--- src/core/pmac_pkg.sv ---
// constants and types of the power-line modem auxiliary control block
// Operation
// - bit 20 picks 8 or 16 bit header
// - extended bit allows all 48 bits writable
// - bits 24-39 hold frame header, default 9B58h
// - bits 40-47 hold frame length, default 08h
// - band flag gated by carrier detect
// - flag shows band on receive, heat on transmit
// - time-out forces receive after 1 or 3 s
// - transmit stays disabled at least 125 ms
// - lockout allows only register access or reception
// - both selects low at reset arms lockout
// - time-out length chosen by bits 7 and 8
// - reset output held low through startup delay
// - watchdog expiry resets device and reset output
// - clock output divides by 2, 4, 8 or stops
// - clock change waits for end of cycle
// - freeze level loop after 3 stable periods
// - freeze enabled by bit 17 low with extension
// - header, length and freeze need extension on
// - overheat cuts driver, flag follows it unlatched
package pmac_pkg;

  localparam int CFG_W         = 48;
  localparam int CFG_LOW_W     = 24;
  localparam int TOUT_LSB      = 7;
  localparam int MCLK_LSB      = 15;
  localparam int FREEZE_BIT    = 17;
  localparam int HDR_REC_BIT   = 18;
  localparam int FRM_CNT_BIT   = 19;
  localparam int HDR_LEN_BIT   = 20;
  localparam int EXT_BIT       = 21;
  localparam int SENS_BIT      = 22;
  localparam int FILT_BIT      = 23;
  localparam int HDR_LSB       = 24;
  localparam int LEN_LSB       = 40;

  // header 9B58, length 08, bit 20 set but extension off so 8-bit header, freeze off, 25 MHz out, 1 s time-out
  localparam logic [47:0] CFG_RESET = 48'h089B58136280;

  localparam logic [1:0] TOUT_SHORT  = 2'h1;
  localparam logic [1:0] TOUT_LONG   = 2'h2;
  localparam logic [1:0] MCLK_OFF    = 2'h3;

  localparam int CLK_MHZ        = 200;
  localparam int TOUT_SHORT_MS  = 1000;
  localparam int TOUT_LONG_MS   = 3000;
  localparam int LOCK_MS        = 125;
  localparam int WDOG_MS        = 1500;
  localparam int RSO_MS         = 50;
  localparam int FREEZE_PERIODS = 3;

  localparam int TOUT_SHORT_CYC = TOUT_SHORT_MS * CLK_MHZ * 1000;
  localparam int TOUT_LONG_CYC  = TOUT_LONG_MS * CLK_MHZ * 1000;
  localparam int LOCK_CYC       = LOCK_MS * CLK_MHZ * 1000;
  localparam int WDOG_CYC       = WDOG_MS * CLK_MHZ * 1000;
  localparam int RSO_CYC        = RSO_MS * CLK_MHZ * 1000;

  typedef enum logic [1:0] {
    PMAC_RX   = 2'h0,
    PMAC_TX   = 2'h1,
    PMAC_LOCK = 2'h3,
    PMAC_WAIT = 2'h2
  } pmac_tx_state_t;

  typedef struct packed {
    logic        header_recog_en;
    logic        frame_count_en;
    logic        header_16bit;
    logic        sensitivity_high;
    logic        input_filter_en;
    logic [15:0] header_pattern;
    logic [7:0]  frame_length;
  } pmac_ext_t;

endpackage

--- src/core/pmac_clkdiv.sv ---
// master clock output divider with glitch-free ratio change
`timescale 1ns/10ps
module pmac_clkdiv (
  input  wire logic       clk,
  input  wire logic       rst_b,
  input  wire logic       ce,
  input  wire logic       soft_rst,
  input  wire logic [1:0] sel,
  output logic            mclk
);

  logic [1:0] act_sel;
  logic [1:0] cnt;
  logic [1:0] next_act_sel;
  logic [1:0] next_cnt;
  logic       next_mclk;
  logic [1:0] half;

  always_comb begin
    half         = 2'(({1'b0, 1'b1} << act_sel) - 2'h1);
    next_act_sel = act_sel;
    next_cnt     = cnt;
    next_mclk    = mclk;
    if (soft_rst) begin
      next_act_sel = sel;
      next_cnt     = 2'h0;
      next_mclk    = 1'b0;
    end else if (act_sel == pmac_pkg::MCLK_OFF) begin
      next_act_sel = sel;
      next_cnt     = 2'h0;
      next_mclk    = 1'b0;
    end else if (cnt == half) begin
      next_cnt  = 2'h0;
      next_mclk = ~mclk;
      // a new ratio is only taken when a full cycle has ended
      if (mclk) begin
        next_act_sel = sel;
      end
    end else begin
      next_cnt = 2'(cnt + 2'h1);
    end
  end

  always_ff @(posedge clk or negedge rst_b) begin
    if (!rst_b) begin
      act_sel <= pmac_pkg::CFG_RESET[pmac_pkg::MCLK_LSB +: 2];
      cnt     <= 2'h0;
      mclk    <= 1'b0;
    end else if (ce) begin
      act_sel <= next_act_sel;
      cnt     <= next_cnt;
      mclk    <= next_mclk;
    end
  end

endmodule

--- src/core/pmac_top.sv ---
// auxiliary control of the power-line modem: config, time-out, watchdog, flags
`timescale 1ns/10ps
module pmac_top #(
  parameter int TOUT_SHORT_CYC = pmac_pkg::TOUT_SHORT_CYC,
  parameter int TOUT_LONG_CYC  = pmac_pkg::TOUT_LONG_CYC,
  parameter int LOCK_CYC       = pmac_pkg::LOCK_CYC,
  parameter int WDOG_CYC       = pmac_pkg::WDOG_CYC,
  parameter int RSO_CYC        = pmac_pkg::RSO_CYC,
  parameter int CNT_W          = 30
) (
  input  wire logic              clk,
  input  wire logic              rst_b,
  input  wire logic              ce,
  input  wire logic              cfg_wr,
  input  wire logic [47:0]       cfg_wr_data,
  input  wire logic              receive_transmit_select,
  input  wire logic              reg_data_select,
  input  wire logic              watchdog_kick_input,
  input  wire logic              osc_stable,
  input  wire logic              carrier_detect,
  input  wire logic              band_signal,
  input  wire logic              over_temp,
  input  wire logic              level_loop_tick,
  input  wire logic              level_loop_stable,
  output logic [47:0]            cfg_rd_data,
  output pmac_pkg::pmac_ext_t    ext_ctl,
  output logic                   band_busy_heat_flag,
  output logic                   power_line_driver,
  output logic                   tx_enable,
  output logic                   timeout_lock,
  output logic                   level_freeze,
  output logic                   system_reset_output,
  output logic                   internal_reset,
  output logic                   mclk
);

  // ---------------- reset output and watchdog ----------------
  logic             rso_active;
  logic             wd_cause;
  logic [CNT_W-1:0] rso_cnt;
  logic [CNT_W-1:0] wd_cnt;
  logic             kick_prev;
  logic             next_rso_active;
  logic             next_wd_cause;
  logic [CNT_W-1:0] next_rso_cnt;
  logic [CNT_W-1:0] next_wd_cnt;

  always_comb begin
    next_rso_active = rso_active;
    next_wd_cause   = wd_cause;
    next_rso_cnt    = rso_cnt;
    next_wd_cnt     = wd_cnt;
    if (rso_active) begin
      next_wd_cnt = '0;
      // delay only starts once the oscillator has settled
      if (osc_stable) begin
        if (rso_cnt == CNT_W'(RSO_CYC - 1)) begin
          next_rso_active = 1'b0;
          next_wd_cause   = 1'b0;
          next_rso_cnt    = '0;
        end else begin
          next_rso_cnt = CNT_W'(rso_cnt + 1'b1);
        end
      end
    end else if (kick_prev && !watchdog_kick_input) begin
      next_wd_cnt = '0;
    end else if (wd_cnt == CNT_W'(WDOG_CYC - 1)) begin
      next_wd_cnt     = '0;
      next_rso_active = 1'b1;
      next_wd_cause   = 1'b1;
    end else begin
      next_wd_cnt = CNT_W'(wd_cnt + 1'b1);
    end
  end

  always_ff @(posedge clk or negedge rst_b) begin
    if (!rst_b) begin
      rso_active          <= 1'b1;
      wd_cause            <= 1'b0;
      rso_cnt             <= '0;
      wd_cnt              <= '0;
      kick_prev           <= 1'b1;
      system_reset_output <= 1'b0;
      internal_reset      <= 1'b0;
    end else if (ce) begin
      rso_active          <= next_rso_active;
      wd_cause            <= next_wd_cause;
      rso_cnt             <= next_rso_cnt;
      wd_cnt              <= next_wd_cnt;
      kick_prev           <= watchdog_kick_input;
      system_reset_output <= ~next_rso_active;
      internal_reset      <= next_wd_cause;
    end
  end

  // watchdog expiry also restores the rest of the block
  logic soft_rst;
  assign soft_rst = wd_cause;

  // ---------------- configuration register ----------------
  logic [47:0] cfg;
  logic [47:0] next_cfg;

  always_comb begin
    next_cfg = cfg;
    if (soft_rst) begin
      next_cfg = pmac_pkg::CFG_RESET;
    end else if (cfg_wr) begin
      next_cfg[pmac_pkg::CFG_LOW_W-1:0] = cfg_wr_data[pmac_pkg::CFG_LOW_W-1:0];
      // upper half only takes data when the same write keeps extension on
      if (cfg_wr_data[pmac_pkg::EXT_BIT]) begin
        next_cfg[47:pmac_pkg::CFG_LOW_W] = cfg_wr_data[47:pmac_pkg::CFG_LOW_W];
      end
    end
  end

  logic ext_on;
  assign ext_on = next_cfg[pmac_pkg::EXT_BIT];

  pmac_pkg::pmac_ext_t next_ext;

  always_comb begin
    next_ext.header_recog_en  = ext_on & next_cfg[pmac_pkg::HDR_REC_BIT];
    next_ext.frame_count_en   = ext_on & next_cfg[pmac_pkg::HDR_REC_BIT]
                                & next_cfg[pmac_pkg::FRM_CNT_BIT];
    next_ext.header_16bit     = ext_on & next_cfg[pmac_pkg::HDR_LEN_BIT];
    next_ext.sensitivity_high = next_cfg[pmac_pkg::SENS_BIT];
    next_ext.input_filter_en  = next_cfg[pmac_pkg::FILT_BIT];
    next_ext.header_pattern   = next_cfg[pmac_pkg::HDR_LSB +: 16];
    next_ext.frame_length     = next_cfg[pmac_pkg::LEN_LSB +: 8];
  end

  always_ff @(posedge clk or negedge rst_b) begin
    if (!rst_b) begin
      cfg         <= pmac_pkg::CFG_RESET;
      cfg_rd_data <= pmac_pkg::CFG_RESET;
      ext_ctl     <= '0;
    end else if (ce) begin
      cfg         <= next_cfg;
      cfg_rd_data <= next_cfg;
      ext_ctl     <= next_ext;
    end
  end

  // ---------------- transmit time-out guard ----------------
  pmac_pkg::pmac_tx_state_t state;
  pmac_pkg::pmac_tx_state_t next_state;
  logic [CNT_W-1:0]         tcnt;
  logic [CNT_W-1:0]         next_tcnt;
  logic                     strap_done;
  logic                     tx_req;
  logic                     tout_on;
  logic [CNT_W-1:0]         tout_lim;
  logic [1:0]               tout_sel;

  assign tx_req   = ~receive_transmit_select & ~reg_data_select;
  assign tout_sel = cfg[pmac_pkg::TOUT_LSB +: 2];

  always_comb begin
    tout_on  = (tout_sel == pmac_pkg::TOUT_SHORT) || (tout_sel == pmac_pkg::TOUT_LONG);
    tout_lim = (tout_sel == pmac_pkg::TOUT_LONG) ? CNT_W'(TOUT_LONG_CYC - 1)
                                                 : CNT_W'(TOUT_SHORT_CYC - 1);
    next_state = state;
    next_tcnt  = tcnt;
    if (soft_rst) begin
      next_state = pmac_pkg::PMAC_RX;
      next_tcnt  = '0;
    end else if (!strap_done) begin
      // strap sampled on the first enabled edge after reset release
      next_state = tx_req ? pmac_pkg::PMAC_WAIT : pmac_pkg::PMAC_RX;
    end else begin
      unique case (state)
        pmac_pkg::PMAC_RX: begin
          next_tcnt = '0;
          if (tx_req) begin
            next_state = pmac_pkg::PMAC_TX;
          end
        end
        pmac_pkg::PMAC_TX: begin
          if (!tx_req) begin
            next_state = pmac_pkg::PMAC_RX;
            next_tcnt  = '0;
          end else if (tout_on && tcnt == tout_lim) begin
            next_state = pmac_pkg::PMAC_LOCK;
            next_tcnt  = '0;
          end else begin
            next_tcnt = CNT_W'(tcnt + 1'b1);
          end
        end
        pmac_pkg::PMAC_LOCK: begin
          if (tcnt == CNT_W'(LOCK_CYC - 1)) begin
            next_state = pmac_pkg::PMAC_WAIT;
            next_tcnt  = '0;
          end else begin
            next_tcnt = CNT_W'(tcnt + 1'b1);
          end
        end
        pmac_pkg::PMAC_WAIT: begin
          next_tcnt = '0;
          if (receive_transmit_select) begin
            next_state = pmac_pkg::PMAC_RX;
          end
        end
      endcase
    end
  end

  always_ff @(posedge clk or negedge rst_b) begin
    if (!rst_b) begin
      state      <= pmac_pkg::PMAC_RX;
      tcnt       <= '0;
      strap_done <= 1'b0;
    end else if (ce) begin
      state      <= next_state;
      tcnt       <= next_tcnt;
      strap_done <= 1'b1;
    end
  end

  // ---------------- driver, flags and level freeze ----------------
  logic       tx_now;
  logic [1:0] stable_cnt;
  logic [1:0] next_stable_cnt;
  logic       next_freeze;
  logic       freeze_on;

  // transmit only in the active state: lockout and wait both refuse it
  assign tx_now    = (next_state == pmac_pkg::PMAC_TX);
  assign freeze_on = next_cfg[pmac_pkg::EXT_BIT] & ~next_cfg[pmac_pkg::FREEZE_BIT];

  always_comb begin
    next_stable_cnt = stable_cnt;
    next_freeze     = level_freeze;
    if (!tx_now || !freeze_on) begin
      next_stable_cnt = 2'h0;
      next_freeze     = 1'b0;
    end else if (!level_freeze && level_loop_tick) begin
      if (!level_loop_stable) begin
        next_stable_cnt = 2'h0;
      end else if (stable_cnt == 2'(pmac_pkg::FREEZE_PERIODS - 1)) begin
        next_freeze = 1'b1;
      end else begin
        next_stable_cnt = 2'(stable_cnt + 2'h1);
      end
    end
  end

  always_ff @(posedge clk or negedge rst_b) begin
    if (!rst_b) begin
      stable_cnt          <= 2'h0;
      level_freeze        <= 1'b0;
      band_busy_heat_flag <= 1'b0;
      power_line_driver   <= 1'b0;
      tx_enable           <= 1'b0;
      timeout_lock        <= 1'b0;
    end else if (ce) begin
      stable_cnt          <= next_stable_cnt;
      level_freeze        <= next_freeze;
      band_busy_heat_flag <= tx_now ? over_temp
                                    : (band_signal & carrier_detect);
      power_line_driver   <= tx_now & ~over_temp;
      tx_enable           <= tx_now;
      timeout_lock        <= (next_state == pmac_pkg::PMAC_LOCK)
                             || (next_state == pmac_pkg::PMAC_WAIT);
    end
  end

  // ---------------- master clock output ----------------
  pmac_clkdiv u_clkdiv (
    .clk      (clk),
    .rst_b    (rst_b),
    .ce       (ce),
    .soft_rst (soft_rst),
    .sel      (cfg[pmac_pkg::MCLK_LSB +: 2]),
    .mclk     (mclk)
  );

endmodule

--- config.mk ---
export PLATFORM = sky130hd
export DESIGN_NAME = pmac_top
export DESIGN_NICKNAME = d
export VERILOG_FILES = /design/src/core/pmac_pkg.sv /design/src/core/pmac_clkdiv.sv /design/src/core/pmac_top.sv
export SDC_FILE = /design/constraint.sdc
export NUM_CORES = 1
export LEC_CHECK = 0
export ABC_AREA = 1
export BUFFER_PORTS_ARGS = -buffer_cell sky130_fd_sc_hd__buf_2
export CAP_MARGIN = 20
export CORE_ASPECT_RATIO = 0.6
export CORE_UTILIZATION = 50
export DETAILED_ROUTE_END_ITERATION = 6
export PLACE_DENSITY_LB_ADDON = 0.15
export SYNTH_ARGS = -nofsm -noshare
export SYNTH_HDL_FRONTEND = slang
export SYNTH_SLANG_ARGS = --single-unit
--- constraint.sdc ---
create_clock -name clk -period 2 [get_ports clk]
set_input_delay 0 -clock clk [delete_from_list [all_inputs] [get_ports clk]]
set_output_delay 0 -clock clk [all_outputs]
set_load 0.01 [all_outputs]
; Word-level counts from Yosys, hierarchy flattened
; Index checks and enable logic that the tools add are counted.
[classes]
addsub = 6
n_mul = 0
div = 0
magnitude_cmp = 0
eq_ne = 19
shifts = 1
n_mux = 52
bitwise = 13
n_reduce_logical = 28
[op_table]
columns = op, count
row1 = 30-bit 2-to-1 mux, 10
row2 = 48-bit 2-to-1 mux, 2
row3 = 30-bit by 1-bit adder with 30-bit output (second input constant), 3
row4 = 30-bit one-hot mux with 3 select lines, 1
row5 = 2-bit 2-to-1 mux, 19
row6 = 30-bit by 24-bit equality test with 1-bit output (second input constant), 1
row7 = 30-bit by 25-bit equality test with 1-bit output (second input constant), 1
row8 = 30-bit by 29-bit equality test with 1-bit output (second input constant), 1
row9 = 30-bit equality test, 1
row10 = 24-bit 2-to-1 mux, 1
row11 = 1-bit 2-to-1 mux, 18
row12 = 2-bit equality test (second input constant), 7
row13 = 2-bit nonzero test, 6
row14 = 3-bit AND reduction, 3
row15 = 2-bit one-hot mux with 4 select lines, 1
row16 = 1-bit AND, 7
row17 = 2-bit by 1-bit equality test with 1-bit output (second input constant), 3
row18 = 1-bit NOT, 6
row19 = 2-bit AND reduction, 3
row20 = 3-bit nonzero test, 2
row21 = 5-bit AND reduction, 1
row22 = 2-bit by 1-bit adder with 2-bit output (second input constant), 2
row23 = 1-bit logical NOT, 4
row24 = 2-bit inequality test (second input constant), 2
row25 = 10 further kinds, 14
[totals]
register_bits = 186
latchBits = 0
ram_bits = 0
romBits = 0
input_bits = 61
output_inout_bits = 85
wordCells = 146
mem_count = 0

; Logic depth before layout (Yosys ltp)
[logic_depth]
ltp_word = 14
mapped_depth = 16
mapped_depth_nobuf = 16

; Cells and area by module
; From an unflattened synthesis, not the netlist that was laid out.
[unflattened]
cells_unflattened = 1098
area_unflattened_um2 = 9032.4
[modules_own_cells]
columns = module, n_inst, cells_each, area_per_inst_um2, seq_area_each_um2
row1 = pmac_top, 1, 1066, 8769.7, 4126.5
row2 = pmac_clkdiv, 1, 32, 262.8, 126.4

; Worst setup path before layout
; Ideal clock, no wire load.
[synth_path]
path_kind = reg-to-reg
startpoint = register cfg[7]
endpoint = register tcnt[15]
setup_time_ps = 132
t_arrival_ps = 1726
required_time_ps = 1868
path_slack_ps = 141
stages_incl_launch_ff = 12
path_buffers = 1
period_less_slack_ps = 1859
path_cell_list = dfstp_2 inv_1 ha_1 nor2_1 nand3_1 nor2_1 nand2_1 nand4_1 nand2_1 nand2_2 buf_4 o22ai_1
[synth_via]
elab_chain_cells = 9
word_cells_on_any_way = 11
cone_classes = eq/ne (3) / mux (6) / reduce/logical (2)
[synth_lines]
columns = element, line_no
row1 = from (decl), pmac_top.sv:101  ; logic [47:0] cfg;
row2 = from (signal assigned), pmac_top.sv:135  ; cfg <= pmac_pkg::CFG_RESET;
row3 = from (signal assigned), pmac_top.sv:139  ; cfg <= next_cfg;
row4 = 2-bit equality test, "pmac_top.sv:160, pmac_top.sv:161"
row5 = 30-bit 2-to-1 mux, pmac_top.sv:161  ; tout_lim = (tout_sel == pmac_pkg::TOUT_LONG) ? CNT_W'(TOUT_LONG_CYC - 1)
row6 = 30-bit equality test, pmac_top.sv:183  ; end else if (tout_on && tcnt == tout_lim) begin
row7 = 1-bit logical AND *, pmac_top.sv:183
row8 = 30-bit 2-to-1 mux *, pmac_top.sv:183
row9 = 30-bit 2-to-1 mux *, pmac_top.sv:180  ; if (!tx_req) begin
row10 = 30-bit one-hot mux with 3 select lines *, pmac_top.sv:172  ; unique case (state)
row11 = 30-bit 2-to-1 mux *, pmac_top.sv:168  ; end else if (!strap_done) begin
row12 = 30-bit 2-to-1 mux *, pmac_top.sv:165  ; if (soft_rst) begin
row13 = to (signal assigned), pmac_top.sv:215  ; tcnt <= next_tcnt;
row14 = to (decl), pmac_top.sv:148  ; logic [CNT_W-1:0] tcnt;
; Every way passes the cells marked *; elsewhere a longest branch is shown, timed or not. The select of a mux whose other input is x is not followed.
; A chain may end at the register's enable or synchronous reset.

; Worst setup path in the final report
[layout_path]
startpoint = register cfg[7]
endpoint = register stable_cnt[1]
[layout_via]
elab_chain_cells = 14
word_cells_on_any_way = 18
cone_classes = eq/ne (5) / mux (7) / reduce/logical (6)
[layout_lines]
columns = element, line_no
row1 = 2-bit equality test, "pmac_top.sv:160, pmac_top.sv:161"
row2 = 30-bit 2-to-1 mux, pmac_top.sv:161
row3 = 30-bit equality test, pmac_top.sv:183
row4 = 1-bit logical AND *, pmac_top.sv:183
row5 = 2-bit 2-to-1 mux *, pmac_top.sv:183
row6 = 2-bit 2-to-1 mux *, pmac_top.sv:180
row7 = 2-bit one-hot mux with 4 select lines *, pmac_top.sv:172
row8 = 2-bit 2-to-1 mux *, pmac_top.sv:168
row9 = 2-bit 2-to-1 mux *, pmac_top.sv:165
row10 = 2-bit by 1-bit equality test with 1-bit output *, pmac_top.sv:228  ; assign tx_now = (next_state == pmac_pkg::PMAC_TX);
row11 = 1-bit logical NOT *, pmac_top.sv:234  ; if (!tx_now || !freeze_on) begin
row12 = 1-bit logical OR *, pmac_top.sv:234
row13 = 3-bit inequality test (no line) or 2-bit nonzero test (tied branches), --
row14 = 3-bit AND reduction (no line), --
row15 = to (signal assigned), pmac_top.sv:257  ; stable_cnt <= next_stable_cnt;
row16 = to (decl), pmac_top.sv:222  ; logic [1:0] stable_cnt;
; Every way passes the cells marked *; elsewhere a longest branch is shown, timed or not.

==> impl_results.md <==
* Result of the run: finished, final reports clean
* First drt pass iteration count at 5
* ANT cells at 0
* Number of nets with antenna violations after routing at 0
* Worst-margin pin slew at 0.589 ns
* Clk slew on worst S/H paths at 0.07 ns
* Clock network latency to the later pin of the worst-skew pair at 0.45 ns
* Area share of the largest cell type after synthesis at 41.8%
* Final setup violation count at 0
* Per-instance average area after synthesis at 8.37 um^2
* Most frequent CP cell: sky130_fd_sc_hd__nand2_2
* Required arrival time at the worst endpoint at 2.39 ns
* Final count of pins violating max slew at 0
* Count of unique library cells instantiated by Yosys at 53
* Adder-cell area share of the yosys netlist at 0.697%
* Compound-Gate Fraction of Synth Area at 10.3%
* Worst-case hold slack at 0.0445 ns
* Post-Synth XOR/XNOR Area at 5.66%
* Max_slew headroom at 60.7%
* Final Total Pwr at 0.00794 W
* Period Utilization, post-route at 97.2%
* Max Cap Violations at 0
* Dominant cell type by area after synthesis: sky130_fd_sc_hd__dfrtp_1
* Clock Root Buffer: sky130_fd_sc_hd__clkbuf_16
* Cell Rows at 37
* Main combinational cell family by area after synthesis: simple AND/OR/NAND/NOR gates
* Worst clock skew at 0.0106 ns
* Minimum setup slack in the final design at 0.0561 ns
* Highest cell delay on the worst timing path at 0.54 ns
* Via Count at 8387
* Buffer depth of the longest clock path at 2
* Wire length of the first global-routing pass at 41100 um
* Total of warnings raised by yosys at 0
* Post-synthesis share of cell area spent on and, or, nand and nor gates at 27.5%
* Multi-input gate area in the final layout at 4140 um^2
* Number of standard cells in the layout, taps in and fillers out at 1573
* Commonest non-fill, non-tap cell in the layout: sky130_fd_sc_hd__nand2_1
* Total power density per cell area at 678 nW/um^2
* Via density per instance at 5.33
* Cell-by-cell listing of the critical path: inv_2, ha_4, inv_4, nand3_2, nand2_2, nand3_4, nor2_4, nand3_2, nand2_2, nand2_2, nand4_1, buf_4, nand4_1, nand2_1
* Share of synthesized area occupied by flip-flops and latches at 47.4%
* Kind of launch point of the worst setup path: register
* Clock Sink Count at 169
* Buffers on Ports at 145
* Category of the worst setup path capture point: register
* Nets@finish at 1392
* Maximum vdd ir drop at 512 uV
* Setup CP Type: reg2reg
* Top fanout value on the critical path at 4
* Buffers & Inverters on Critical Path at 3
* Pin count of the biggest net entering global routing at 59
* Clock tree from TritonCTS: built
* Wire length per cell at 16.2 um
* Cell family with most CP delay: simple AND/OR/NAND/NOR gates
* Area of the core at 17400 um^2
* Detailed placement HPWL at 17900 um
* Setup tns final at 0 ns
* Die H at 106 um
* Hold Vio Cnt, Final at 0
* Number of top-level design ports at 146
* Sequential standard cell area at 4260 um^2
* Leakage power figure at 5.45 nW
* DRC violations left at 0
* Number of antenna violations at the first check in global routing at 0
* Post-layout minimum cycle time at 1.94 ns
* Post-Syn Area at 8970 um^2
* Total track usage at 28.6%
* First-iteration detailed-routing DRC count at 872
* Critical Path Slowest Stage Cell: sky130_fd_sc_hd__dfstp_2
* Placer's final routability congestion estimate at 0.949
* Most used cells in the layout excluding fill and tap cells: 206 x sky130_fd_sc_hd__nand2_1, 148 x sky130_fd_sc_hd__dfrtp_1, 144 x sky130_fd_sc_hd__buf_2
* Residual overflow from global routing at 0
* Overall die width at 175 um
* Instance count after placement with tap cells included at 1474
* Layout-stage area growth over the synthesis result at 30.5%
* Initial cell density of the core at 51.7%
* Setup repair after global routing missed its margin: yes
* Sum of routed wire length over all layers at 25500 um
* Post-Syn Instances at 1072
* Syn_nets at 1138
* Total of flip-flops plus latches after synthesis at 169
* Worst setup slack before clock tree synthesis at -0.0901 ns
* Fill cells at 1390
* Peak clock frequency supported by timing at 514 MHz
* Layout cell share with drive strength beyond 1 at 27.1%
* Path category of the worst min-delay check: in2reg
* H-tree lvl count at 4
* Die area at 18500 um^2
* Data arrival at the endpoint of the critical path at 2.33 ns
* Most area-consuming cells after synthesis: sky130_fd_sc_hd__dfrtp_1 42%, sky130_fd_sc_hd__nand2_1 8.9%, sky130_fd_sc_hd__dfstp_2 5.6%
* Via count of the first global-routing pass at 7751
* Share of cell area taken by muxes after synthesis at 0%
* Cts bufs inserted at 17
## path summary, 6_finish.rpt
path	from	to	slack (ns)	cells after the start
max in group asynchronous	rst_b	cfg[36]$_DFFE_PN1P_	1.16	3
min reg2reg	cfg[30]$_DFFE_PN1P_	cfg[30]$_DFFE_PN1P_	0.48	2
max	cfg[7]$_DFFE_PN1P_	stable_cnt[1]$_DFFE_PN0P_	0.06	14
min	cfg_wr	ext_ctl[28]$_DFFE_PN0P_	0.04	5
min in group asynchronous	rst_b	rso_cnt[0]$_DFFE_PN0P_	0.10	2
max reg2reg	cfg[7]$_DFFE_PN1P_	stable_cnt[1]$_DFFE_PN0P_	0.06	14
## per-stage QoR
stage / utilization (%) / instance area (um^2)
6_report: 67.5 / 11700
2_1_floorplan: - / 8970
3_5_place_dp: 59.3 / 10300
4_1_cts: 66.2 / 11500
3_3_place_gp: 59.3 / 10300
5_1_grt: 67.5 / 11700
## cell families after synthesis
group | count (synthesis)
compound gates | 151
flops | 169
xor+xnor | 58
fa+ha+maj | 5
buf+inv | 175
simple gates | 514
## worst min-delay path, stage by stage
cell	delay, ns
sky130_fd_sc_hd__buf_2	0.11
sky130_fd_sc_hd__nor2_1	0.09
sky130_fd_sc_hd__nand2_1	0.07
sky130_fd_sc_hd__a21o_1	0.12
sky130_fd_sc_hd__o21ai_0	0.07
## registers in the layout (all words and copies together), names as in the netlist, 2 cells and up
name,count
ext_ctl,27
state,2
wd_cnt,30
stable_cnt,2
tcnt,30
rso_cnt,30
u_clkdiv.cnt,2
u_clkdiv.act_sel,2
cfg,33
## final cells by class
| type | instances | area share, % |
|---|---|---|
| timing repair buffer | 281 | 16.6 |
| multi-input combinational | 728 | 35.3 |
| inverter | 129 | 4.24 |
| sequential | 169 | 36.3 |
| clock buffer | 18 | 3.66 |
| clock inverter | 14 | 1.31 |
| tap | 234 | 2.50 |
## synth_stat cells (all sizes together)
library cell,number
a21o,2
a21oi,32
a22o,13
a22oi,1
a31oi,5
a32o,1
and3,1
buf,32
clkbuf,14
clkinv,1
dfrtp,150
dfstp,19
ha,5
inv,128
nand2,216
nand3,70
nand4,37
nor2,117
nor3,45
nor3b,6
nor4,18
nor4b,1
o211ai,2
o21a,2
o21ai,57
o221ai,9
o22a,3
o22ai,21
o311ai,1
o31ai,2
or2,3
xnor2,11
xor2,47
## power breakdown
part	internal, W	switching (W)
registers	0.00357	0.000104
logic	0.000413	0.000557
clock network	0.00167	0.00163
## metal layers
layer / track usage (%) / wire, um
met1: 44.4 / 12700
met2: 39.7 / 10300
met3: 6.28 / 2200
met4: 7.33 / 324
met5: 0 / 0
## repair_timing
item,in CTS,in global routing
resized for setup,7,47
cloned,0,1
endpoints found under the hold margin,194,0
pin swaps,6,18
buffers inserted,4,6
hold buffers,56,0
setup endpoints to repair,28,75
(Power assumes the default switching activity.)
